**src/nvmcs_map.svh**
```systemverilog
// Offsets, field positions, reset values and timing figures of the store control.
`ifndef NVMCS_MAP_SVH
`define NVMCS_MAP_SVH
`define NVMCS_CTRL_ADDR 8'h72
`define NVMCS_SHADOW_BASE 8'ha0
`define NVMCS_SHADOW_LAST 8'ha7
`define NVMCS_CTRL_RESET 8'h00
`define NVMCS_READY_BIT 7
`define NVMCS_ARM_BIT 2
`define NVMCS_BURN_BIT 1
`define NVMCS_RELOAD_BIT 0
`define NVMCS_SHADOW_RESET 8'h00
`define NVMCS_CLK_MHZ 250
`define NVMCS_BURN_TIME_MS 20
`define NVMCS_BURN_CYCLES (`NVMCS_BURN_TIME_MS * 1000 * `NVMCS_CLK_MHZ)
`endif

```
**src/nvmcs_pkg.sv**
```systemverilog
// Types shared by the store control files.
package nvmcs_pkg;
	typedef enum logic [2:0] {
		NVMCS_IDLE = 3'b001,
		NVMCS_BURN = 3'b010,
		NVMCS_LOAD = 3'b100
	} nvmcs_state_t;
endpackage
```
**src/nvm_config_store_control.sv**
```systemverilog
// Non-volatile configuration store control with its shadow registers.
//
// Contract
// - Control bit 7 reads 0 while burning or reloading, 1 when idle.
// - Writing 1 to bit 1 after arming with bit 2 copies the shadow bytes into the store.
// - A burn lasts about 20 ms with the ready flag low throughout.
// - Shadow writes take effect at once, burned or not, unless a reload writes that byte in the same cycle.
// - Unburned shadow values are lost at reset; the store keeps burned ones.
// - After every reset the store is copied into the shadow bytes.
`timescale 1ns/100ps
`include "nvmcs_map.svh"
module nvm_config_store_control import nvmcs_pkg::*; #(
	parameter int BURN_CYCLES = `NVMCS_BURN_CYCLES,
	parameter int NBYTES = 8
) (
	input wire logic clk,
	input wire logic rstn,
	input wire logic reg_wr,
	input wire logic [7:0] reg_addr,
	input wire logic [7:0] reg_wdata,
	output logic [7:0] reg_rdata,
	output logic store_ready_flag,
	output logic [8*NBYTES-1:0] shadow_cfg
);
	////////////////////////////////////////////////////////////////////////
	// Refuse settings the sequencer cannot serve.
	generate
		if (BURN_CYCLES < NBYTES + 1 || NBYTES != 8) begin : g_chk
			$error("BURN_CYCLES must exceed NBYTES and NBYTES must be 8");
		end
	endgenerate

	nvmcs_state_t state_q, state_d;
	logic [2:0] ctl_q, ctl_d;
	logic [31:0] cnt_q, cnt_d;
	logic [3:0] idx_q, idx_d;
	logic ready_q, ready_d;
	logic [7:0] rdata_q, rdata_d;
	logic [7:0] shad_q [NBYTES];
	logic [7:0] shad_d [NBYTES];
	logic ctl_wr, burn_go, load_go, mem_wr;
	logic [2:0] mem_addr;
	logic [7:0] mem_wdata, mem_rdata;

	////////////////////////////////////////////////////////////////////////
	// Store array; burn writes a byte per cycle, reload reads one per cycle.
	nvmcs_nvm_array #(.DEPTH(NBYTES), .WIDTH(8), .AW(3)) u_nvm (
		.clk(clk),
		.wr_en(mem_wr),
		.addr(mem_addr),
		.wdata(mem_wdata),
		.rdata(mem_rdata)
	);

	// Request decode: a request needs a prior arm and an idle store.
	always_comb begin
		ctl_wr = reg_wr && reg_addr == `NVMCS_CTRL_ADDR;
		burn_go = ctl_wr && reg_wdata[`NVMCS_BURN_BIT] && ctl_q[`NVMCS_ARM_BIT]
			&& state_q == NVMCS_IDLE;
		load_go = ctl_wr && reg_wdata[`NVMCS_RELOAD_BIT]
			&& !reg_wdata[`NVMCS_BURN_BIT] && ctl_q[`NVMCS_ARM_BIT]
			&& state_q == NVMCS_IDLE;
		mem_wr = state_q == NVMCS_BURN && idx_q < 4'(NBYTES);
		mem_addr = idx_q[2:0];
		mem_wdata = shad_q[idx_q[2:0]];
	end

	////////////////////////////////////////////////////////////////////////
	// Sequencer: reset lands in a reload, so the shadow bytes are always restored from the store.
	always_comb begin
		state_d = state_q;
		cnt_d = cnt_q;
		idx_d = idx_q;
		ctl_d = ctl_q;
		if (ctl_wr) begin
			ctl_d = reg_wdata[2:0]; // Bits 6 to 3 are not stored.
		end
		case (state_q)
			NVMCS_IDLE: begin
				cnt_d = '0;
				idx_d = '0;
				if (burn_go) begin
					state_d = NVMCS_BURN;
				end else if (load_go) begin
					state_d = NVMCS_LOAD;
				end
			end
			NVMCS_BURN: begin
				cnt_d = cnt_q + 32'h0000_0001;
				if (idx_q < 4'(NBYTES)) begin
					idx_d = idx_q + 4'h1;
				end
				if (cnt_q == 32'(BURN_CYCLES - 1)) begin
					state_d = NVMCS_IDLE; // Burn time elapsed.
				end
			end
			NVMCS_LOAD: begin
				idx_d = idx_q + 4'h1;
				if (idx_q == 4'(NBYTES)) begin
					state_d = NVMCS_IDLE;
				end
			end
			default: begin
				state_d = NVMCS_IDLE;
			end
		endcase
		ready_d = state_d == NVMCS_IDLE;
	end

	always_ff @(posedge clk) begin
		if (!rstn) begin
			state_q <= NVMCS_LOAD;
			cnt_q <= '0;
			idx_q <= '0;
			ctl_q <= 3'(`NVMCS_CTRL_RESET);
			ready_q <= 1'b0;
		end else begin
			state_q <= state_d;
			cnt_q <= cnt_d;
			idx_q <= idx_d;
			ctl_q <= ctl_d;
			ready_q <= ready_d;
		end
	end

	////////////////////////////////////////////////////////////////////////
	// Shadow bytes: host writes act at once, reload data wins a collision.
	generate
		for (genvar k = 0; k < NBYTES; k++) begin : g_shad
			always_comb begin
				shad_d[k] = shad_q[k];
				if (reg_wr && reg_addr == `NVMCS_SHADOW_BASE + 8'(k)) begin
					shad_d[k] = reg_wdata;
				end
				if (state_q == NVMCS_LOAD && idx_q == 4'(k + 1)) begin
					shad_d[k] = mem_rdata;
				end
			end
			always_ff @(posedge clk) begin
				if (!rstn) begin
					shad_q[k] <= `NVMCS_SHADOW_RESET; // Volatile.
				end else begin
					shad_q[k] <= shad_d[k];
				end
			end
			assign shadow_cfg[8*k +: 8] = shad_q[k];
		end
	endgenerate

	////////////////////////////////////////////////////////////////////////
	// Read data follow the address every cycle, one cycle late.
	always_comb begin
		if (reg_addr == `NVMCS_CTRL_ADDR) begin
			rdata_d = {ready_q, 4'h0, ctl_q};
		end else if (reg_addr >= `NVMCS_SHADOW_BASE
				&& reg_addr <= `NVMCS_SHADOW_LAST) begin
			rdata_d = shad_q[reg_addr[2:0]];
		end else begin
			rdata_d = 8'h00;
		end
	end

	always_ff @(posedge clk) begin
		if (!rstn) begin
			rdata_q <= 8'h00;
		end else begin
			rdata_q <= rdata_d;
		end
	end

	assign reg_rdata = rdata_q;
	assign store_ready_flag = ready_q;

	////////////////////////////////////////////////////////////////////////
	// Checks on the sequencer and the register view.
	property p_ready_idle;
		@(posedge clk) disable iff (!rstn)
		store_ready_flag == (state_q == NVMCS_IDLE);
	endproperty
	a_ready_idle: assert property (p_ready_idle)
		else $error("ready flag disagrees with store state");

	property p_burn_copy;
		@(posedge clk) disable iff (!rstn)
		burn_go |=> mem_wr && mem_addr == 3'h0 && mem_wdata == shad_q[0];
	endproperty
	a_burn_copy: assert property (p_burn_copy)
		else $error("accepted burn did not write first byte");

	property p_burn_busy;
		@(posedge clk) disable iff (!rstn)
		burn_go |=> !store_ready_flag [*8];
	endproperty
	a_burn_busy: assert property (p_burn_busy)
		else $error("ready rose too early during burn");

	// Ready comes back on the edge that ends the count, never earlier.
	property p_burn_end;
		@(posedge clk) disable iff (!rstn)
		state_q == NVMCS_BURN
			|=> store_ready_flag == ($past(cnt_q) == 32'(BURN_CYCLES - 1));
	endproperty
	a_burn_end: assert property (p_burn_end)
		else $error("burn did not end at its count");

	property p_shadow_now;
		@(posedge clk) disable iff (!rstn)
		reg_wr && reg_addr == `NVMCS_SHADOW_BASE && state_q != NVMCS_LOAD
			|=> shad_q[0] == $past(reg_wdata);
	endproperty
	a_shadow_now: assert property (p_shadow_now)
		else $error("shadow write did not take effect");

	property p_volatile;
		@(posedge clk) !rstn |=> shad_q[0] == `NVMCS_SHADOW_RESET;
	endproperty
	a_volatile: assert property (p_volatile)
		else $error("shadow byte survived reset");

	property p_boot_load;
		@(posedge clk) disable iff (!rstn)
		$rose(rstn) |-> !store_ready_flag ##[8:12] store_ready_flag;
	endproperty
	a_boot_load: assert property (p_boot_load)
		else $error("startup reload did not finish in time");

	// A running operation may end on its own, so only an idle store is held.
	property p_need_arm;
		@(posedge clk) disable iff (!rstn)
		ctl_wr && !ctl_q[`NVMCS_ARM_BIT] && state_q == NVMCS_IDLE
			|=> state_q == NVMCS_IDLE;
	endproperty
	a_need_arm: assert property (p_need_arm)
		else $error("operation started without arming");

	property p_rsvd_zero;
		@(posedge clk) disable iff (!rstn)
		$past(reg_addr) == `NVMCS_CTRL_ADDR |-> reg_rdata[6:3] == 4'h0;
	endproperty
	a_rsvd_zero: assert property (p_rsvd_zero)
		else $error("reserved control bits read nonzero");

	property p_busy_refuse;
		@(posedge clk) disable iff (!rstn)
		!store_ready_flag && ctl_wr |-> !burn_go && !load_go;
	endproperty
	a_busy_refuse: assert property (p_busy_refuse)
		else $error("request accepted while busy");

	c_burn: cover property (@(posedge clk) disable iff (!rstn) burn_go);
	c_load: cover property (@(posedge clk) disable iff (!rstn) load_go);
	c_refused: cover property (@(posedge clk) disable iff (!rstn)
		ctl_wr && reg_wdata[1] && !ctl_q[2]);
endmodule // nvm_config_store_control

```
**src/nvmcs_nvm_array.sv**
```systemverilog
// Non-volatile byte array with one write port and a registered read port.
`timescale 1ns/100ps
module nvmcs_nvm_array #(
	parameter int DEPTH = 8,
	parameter int WIDTH = 8,
	parameter int AW = 3
) (
	input wire logic clk,
	input wire logic wr_en,
	input wire logic [AW-1:0] addr,
	input wire logic [WIDTH-1:0] wdata,
	output logic [WIDTH-1:0] rdata
);
	logic [WIDTH-1:0] mem [DEPTH];

	// Refuse a depth that the address cannot reach.
	generate
		if (DEPTH < 1 || DEPTH > (1 << AW)) begin : g_chk
			$error("DEPTH must fit the address width");
		end
	endgenerate

	////////////////////////////////////////////////////////////////////////
	// The cells have no reset: they keep their contents across device reset.
	initial begin
		for (int i = 0; i < DEPTH; i++) begin
			mem[i] = '0;
		end
	end

	// Writes store a byte; reads always come out one cycle later.
	always_ff @(posedge clk) begin
		if (wr_en) begin
			mem[addr] <= wdata;
		end
		rdata <= mem[addr];
	end
endmodule // nvmcs_nvm_array

```
**config.mk**
```make
export PLATFORM = sky130hd
export DESIGN_NAME = nvm_config_store_control
export DESIGN_NICKNAME = d
export VERILOG_FILES = /design/src/nvmcs_pkg.sv /design/src/nvm_config_store_control.sv /design/src/nvmcs_nvm_array.sv
export VERILOG_INCLUDE_DIRS = /design/src
export SDC_FILE = /design/constraint.sdc
export NUM_CORES = 1
export LEC_CHECK = 0
export BUFFER_PORTS_ARGS = -buffer_cell sky130_fd_sc_hd__buf_2
export CORE_MARGIN = 2
export CORE_UTILIZATION = 55
export CTS_CLUSTER_DIAMETER = 40
export DETAILED_ROUTE_END_ITERATION = 10
export PLACE_DENSITY = 0.87
export SYNTH_ARGS = -nofsm -noshare
export SYNTH_HDL_FRONTEND = slang
export SYNTH_SLANG_ARGS = --single-unit
```
**constraint.sdc**
```tcl
create_clock -name clk -period 3.7 [get_ports clk]
set_clock_uncertainty 0.05 [all_clocks]
set_input_delay 0.555 -clock clk [delete_from_list [all_inputs] [get_ports clk]]
set_output_delay 0.555 -clock clk [all_outputs]
set_load 0.02 [all_outputs]
```
==> results.cfg <==
[cells_and_area]
fin_nets = 937
num-fill-cells = 1260
postLayoutCellArea_sq_mm = 0.0104
area_growth_syn_to_layout_pct = 12.2
layout_common_cells = 126 x sky130_fd_sc_hd__dfxtp_1, 91 x sky130_fd_sc_hd__buf_2, 83 x sky130_fd_sc_hd__a21oi_1
final-seq-area_sq_mm = 0.00444
mostFrequentLayoutCell = sky130_fd_sc_hd__dfxtp_1
layout-drive-gt1-share_pct = 22.0
multi_input_comb_area_sq_mm = 0.00450

[setup_path]
crit_chain = nor4b_2 -> nand3_1 -> o21ai_0 -> a21oi_1
crit_buf_inv = 0
worstPathArrival_ns = 2.98
start_kind = register
worst-path-max-fanout = 19
end_kind = register
slowest_stage = sky130_fd_sc_hd__dfxtp_1
crit_path_max_incr_delay_ns = 0.71
worst_path_dominant_cell_family = simple AND/OR/NAND/NOR gates
worst_ep_required_time_ns = 3.94
setup.worst_path.class = reg -> reg

[clock_tree]
path_clk_slew_ns = 0.08
post_cts_gate_resize_count = 0
cts-root-to-sink-buffers = 2
tritoncts_num_sinks = 190
clk_latency_ns = 0.44
postCtsSetupBuffers = 0
tritoncts = yes
cts_buffer_count = 17
master_cell_of_the_clock_root_buffer = sky130_fd_sc_hd__clkbuf_16
post_cts_hold_buffer_count = 0
cts-htree-levels = 4

[grt]
grt_first_pass_wirelength_mm = 38.0
gr-usage-all-layers_pct = 27.1
grt_start_max_net_pins = 45
first_global_vias = 7042
grt.overflow.total = 0
antenna_violations_before_repair = 1

[route]
firstDrtPassIters = 8
routed_wire_length_per_instance_um = 21.1
routed_via_density = 6.65
route.vias.total = 7626
postRouteAntennaNets = 0
initialDrtViolationCount = 814
totalWireLength_mm = 24.2
drc = 0

[timing]
timing.final.hold_violations = 0
final.period_utilization_pct = 74.0
setup_total_negative_slack_ns = 0
worst_relative_slew_slack_pct = 42.3
final-max-slew-violation-count = 0
grt_setup_unrepaired = no
timing.fmax_mhz = 365
final_critical_path_setup_slack_ns = 0.963
layout_min_cycle_time_ns = 2.74
final-setup-viol-count = 0
actual_transition_at_the_worst_max_transition_pin_ns = 0.864

[floorplanning]
fp.dieH_um = 134
design.core.area_sq_mm = 0.0166
io-pin-count = 92
rows = 47
initial_core_util_pct = 56.1
floorplan.die.width_um = 134
die-area_sq_mm = 0.0180

[place]
port_buffers = 91
postPlaceCellArea_sq_mm = 0.00983
gp_congestion = 0.937
pre_cts_slack_ns = 0.974
hpwl_mm = 16.4

[synthesis]
ys_seq_area_share_pct = 47.8
netlist_area_sq_mm = 0.00930
yosys_most_used_dff = sky130_fd_sc_hd__dfxtp_1
post_synth.cell_area_avg_sq_um = 10.8
register_bit_count_reported_by_yosys = 190
synthesis.yosys.warnings = 0
postSynth.asyncResetShare_pct = 0
netlist-cell-type-count = 64
post_synth_inst_count = 862
synthesis.nets = 886
synth_enable_flop_cells = 64

[power_and_ir_drop]
leakagePower_nw = 3.76
p_clk_share_pct = 32.7
power.switching_mw = 1.86
power.internal_mw = 3.74
switching_share_pct = 33.2
power.density_mw_per_mm2 = 536
power.share.combinational_pct = 20.0
power.sequential.fraction_pct = 47.4
ir_drop_v = 0.000438
fin_total_pwr_mw = 5.59

[worst_hold_path]
hold_path_class = in -> reg

[run]
maxCapViolCount = 0

[run_status]
outcome = finished clean
## cell usage after synthesis, types with 14 or more instances
cell type,count,area [sq um]
sky130_fd_sc_hd__mux4_2,36,811
sky130_fd_sc_hd__a21oi_1,83,415
sky130_fd_sc_hd__nand3_1,27,135
sky130_fd_sc_hd__nor2_1,28,105
sky130_fd_sc_hd__edfxtp_1,64,1920
sky130_fd_sc_hd__dfxtp_1,126,2520
sky130_fd_sc_hd__mux2_2,16,180
sky130_fd_sc_hd__inv_1,15,56.3
sky130_fd_sc_hd__nand2_1,53,199
sky130_fd_sc_hd__o21ai_0,67,335
sky130_fd_sc_hd__a221oi_1,14,123
sky130_fd_sc_hd__mux2i_1,78,781
sky130_fd_sc_hd__nand4_1,16,100
sky130_fd_sc_hd__nor3_1,16,80.1
sky130_fd_sc_hd__clkbuf_1,50,188
## worst register-to-register path: cells and delay by family (launching register included)
kind	cells	cell delay, ns
AO/OA/AOI/OAI	2	0.51
flip-flops	1	0.71
AND/OR/NAND/NOR	2	1.32
## state kept, by name, summed over array words and instances (netlist names), named ones only
signal and cells:
u_nvm.mem 64, state_q 3, u_nvm.rdata 8, idx_q 4, cnt_q 32, store_ready_flag 1
ctl_q 3, reg_rdata 8, shad_q 64
## per-layer routing
layer | GRT usage (%) | vias to the layer above | routed length, um
met5 | 0 | - | 0
met4 | 10.4 | 0 | 766
met3 | 4.99 | 69 | 2270
met2 | 43.0 | 445 | 11500
met1 | 37.2 | 3693 | 9620
li1 | - | 3419 | -
## cell type report
type	instances	area share, %
well taps	220	2.64
diodes	1	0.0240
flip-flops and latches	190	42.6
clock inverters	14	1.41
multi-input cells	584	43.1
clock buffers	18	4.32
inverters	16	0.576
repair buffers	104	5.30
## power by group through the flow
stage          clock network, mW  registers, mW  logic, mW
6_report                    1.83           2.65       1.12
5_1_grt                     1.92           2.66       1.19
4_1_cts                     1.84           2.63       1.10
3_5_place_dp                   0           2.68       1.10
3_3_place_gp                   0           2.68       1.06
2_1_floorplan                  0           2.63      0.722
## stage by stage
stage / utilization, % / std cells / hold WS, ns
after floorplan: - / 862 / 0.401
after global placement: 59.3 / 1114 / 0.419
after detailed placement: 59.3 / 1114 / 0.424
after CTS: 62.9 / 1146 / 0.354
after global routing: 62.9 / 1147 / 0.363
final: 62.9 / 1147 / 0.360
## path summary, 6_finish.rpt
check                           startpoint      endpoint  slack, ns  cells after the start
worst max-delay path            state_q[2]  shad_q[3][1]       0.96                      4
worst min-delay path                  rstn     cnt_q[11]       0.36                      2
worst max register to register  state_q[2]  shad_q[3][1]       0.96                      4
worst min register to register   cnt_q[31]     cnt_q[31]       0.44                      2
## cell families after synthesis
family          share of synthesized area [%]
mux                                      19.0
simple gates                             14.6
buf+inv                                  3.85
xor+xnor                               0.0942
flops                                    47.8
fa+ha+maj                               0.672
compound gates                           13.9
(Power assumes the default switching activity.)
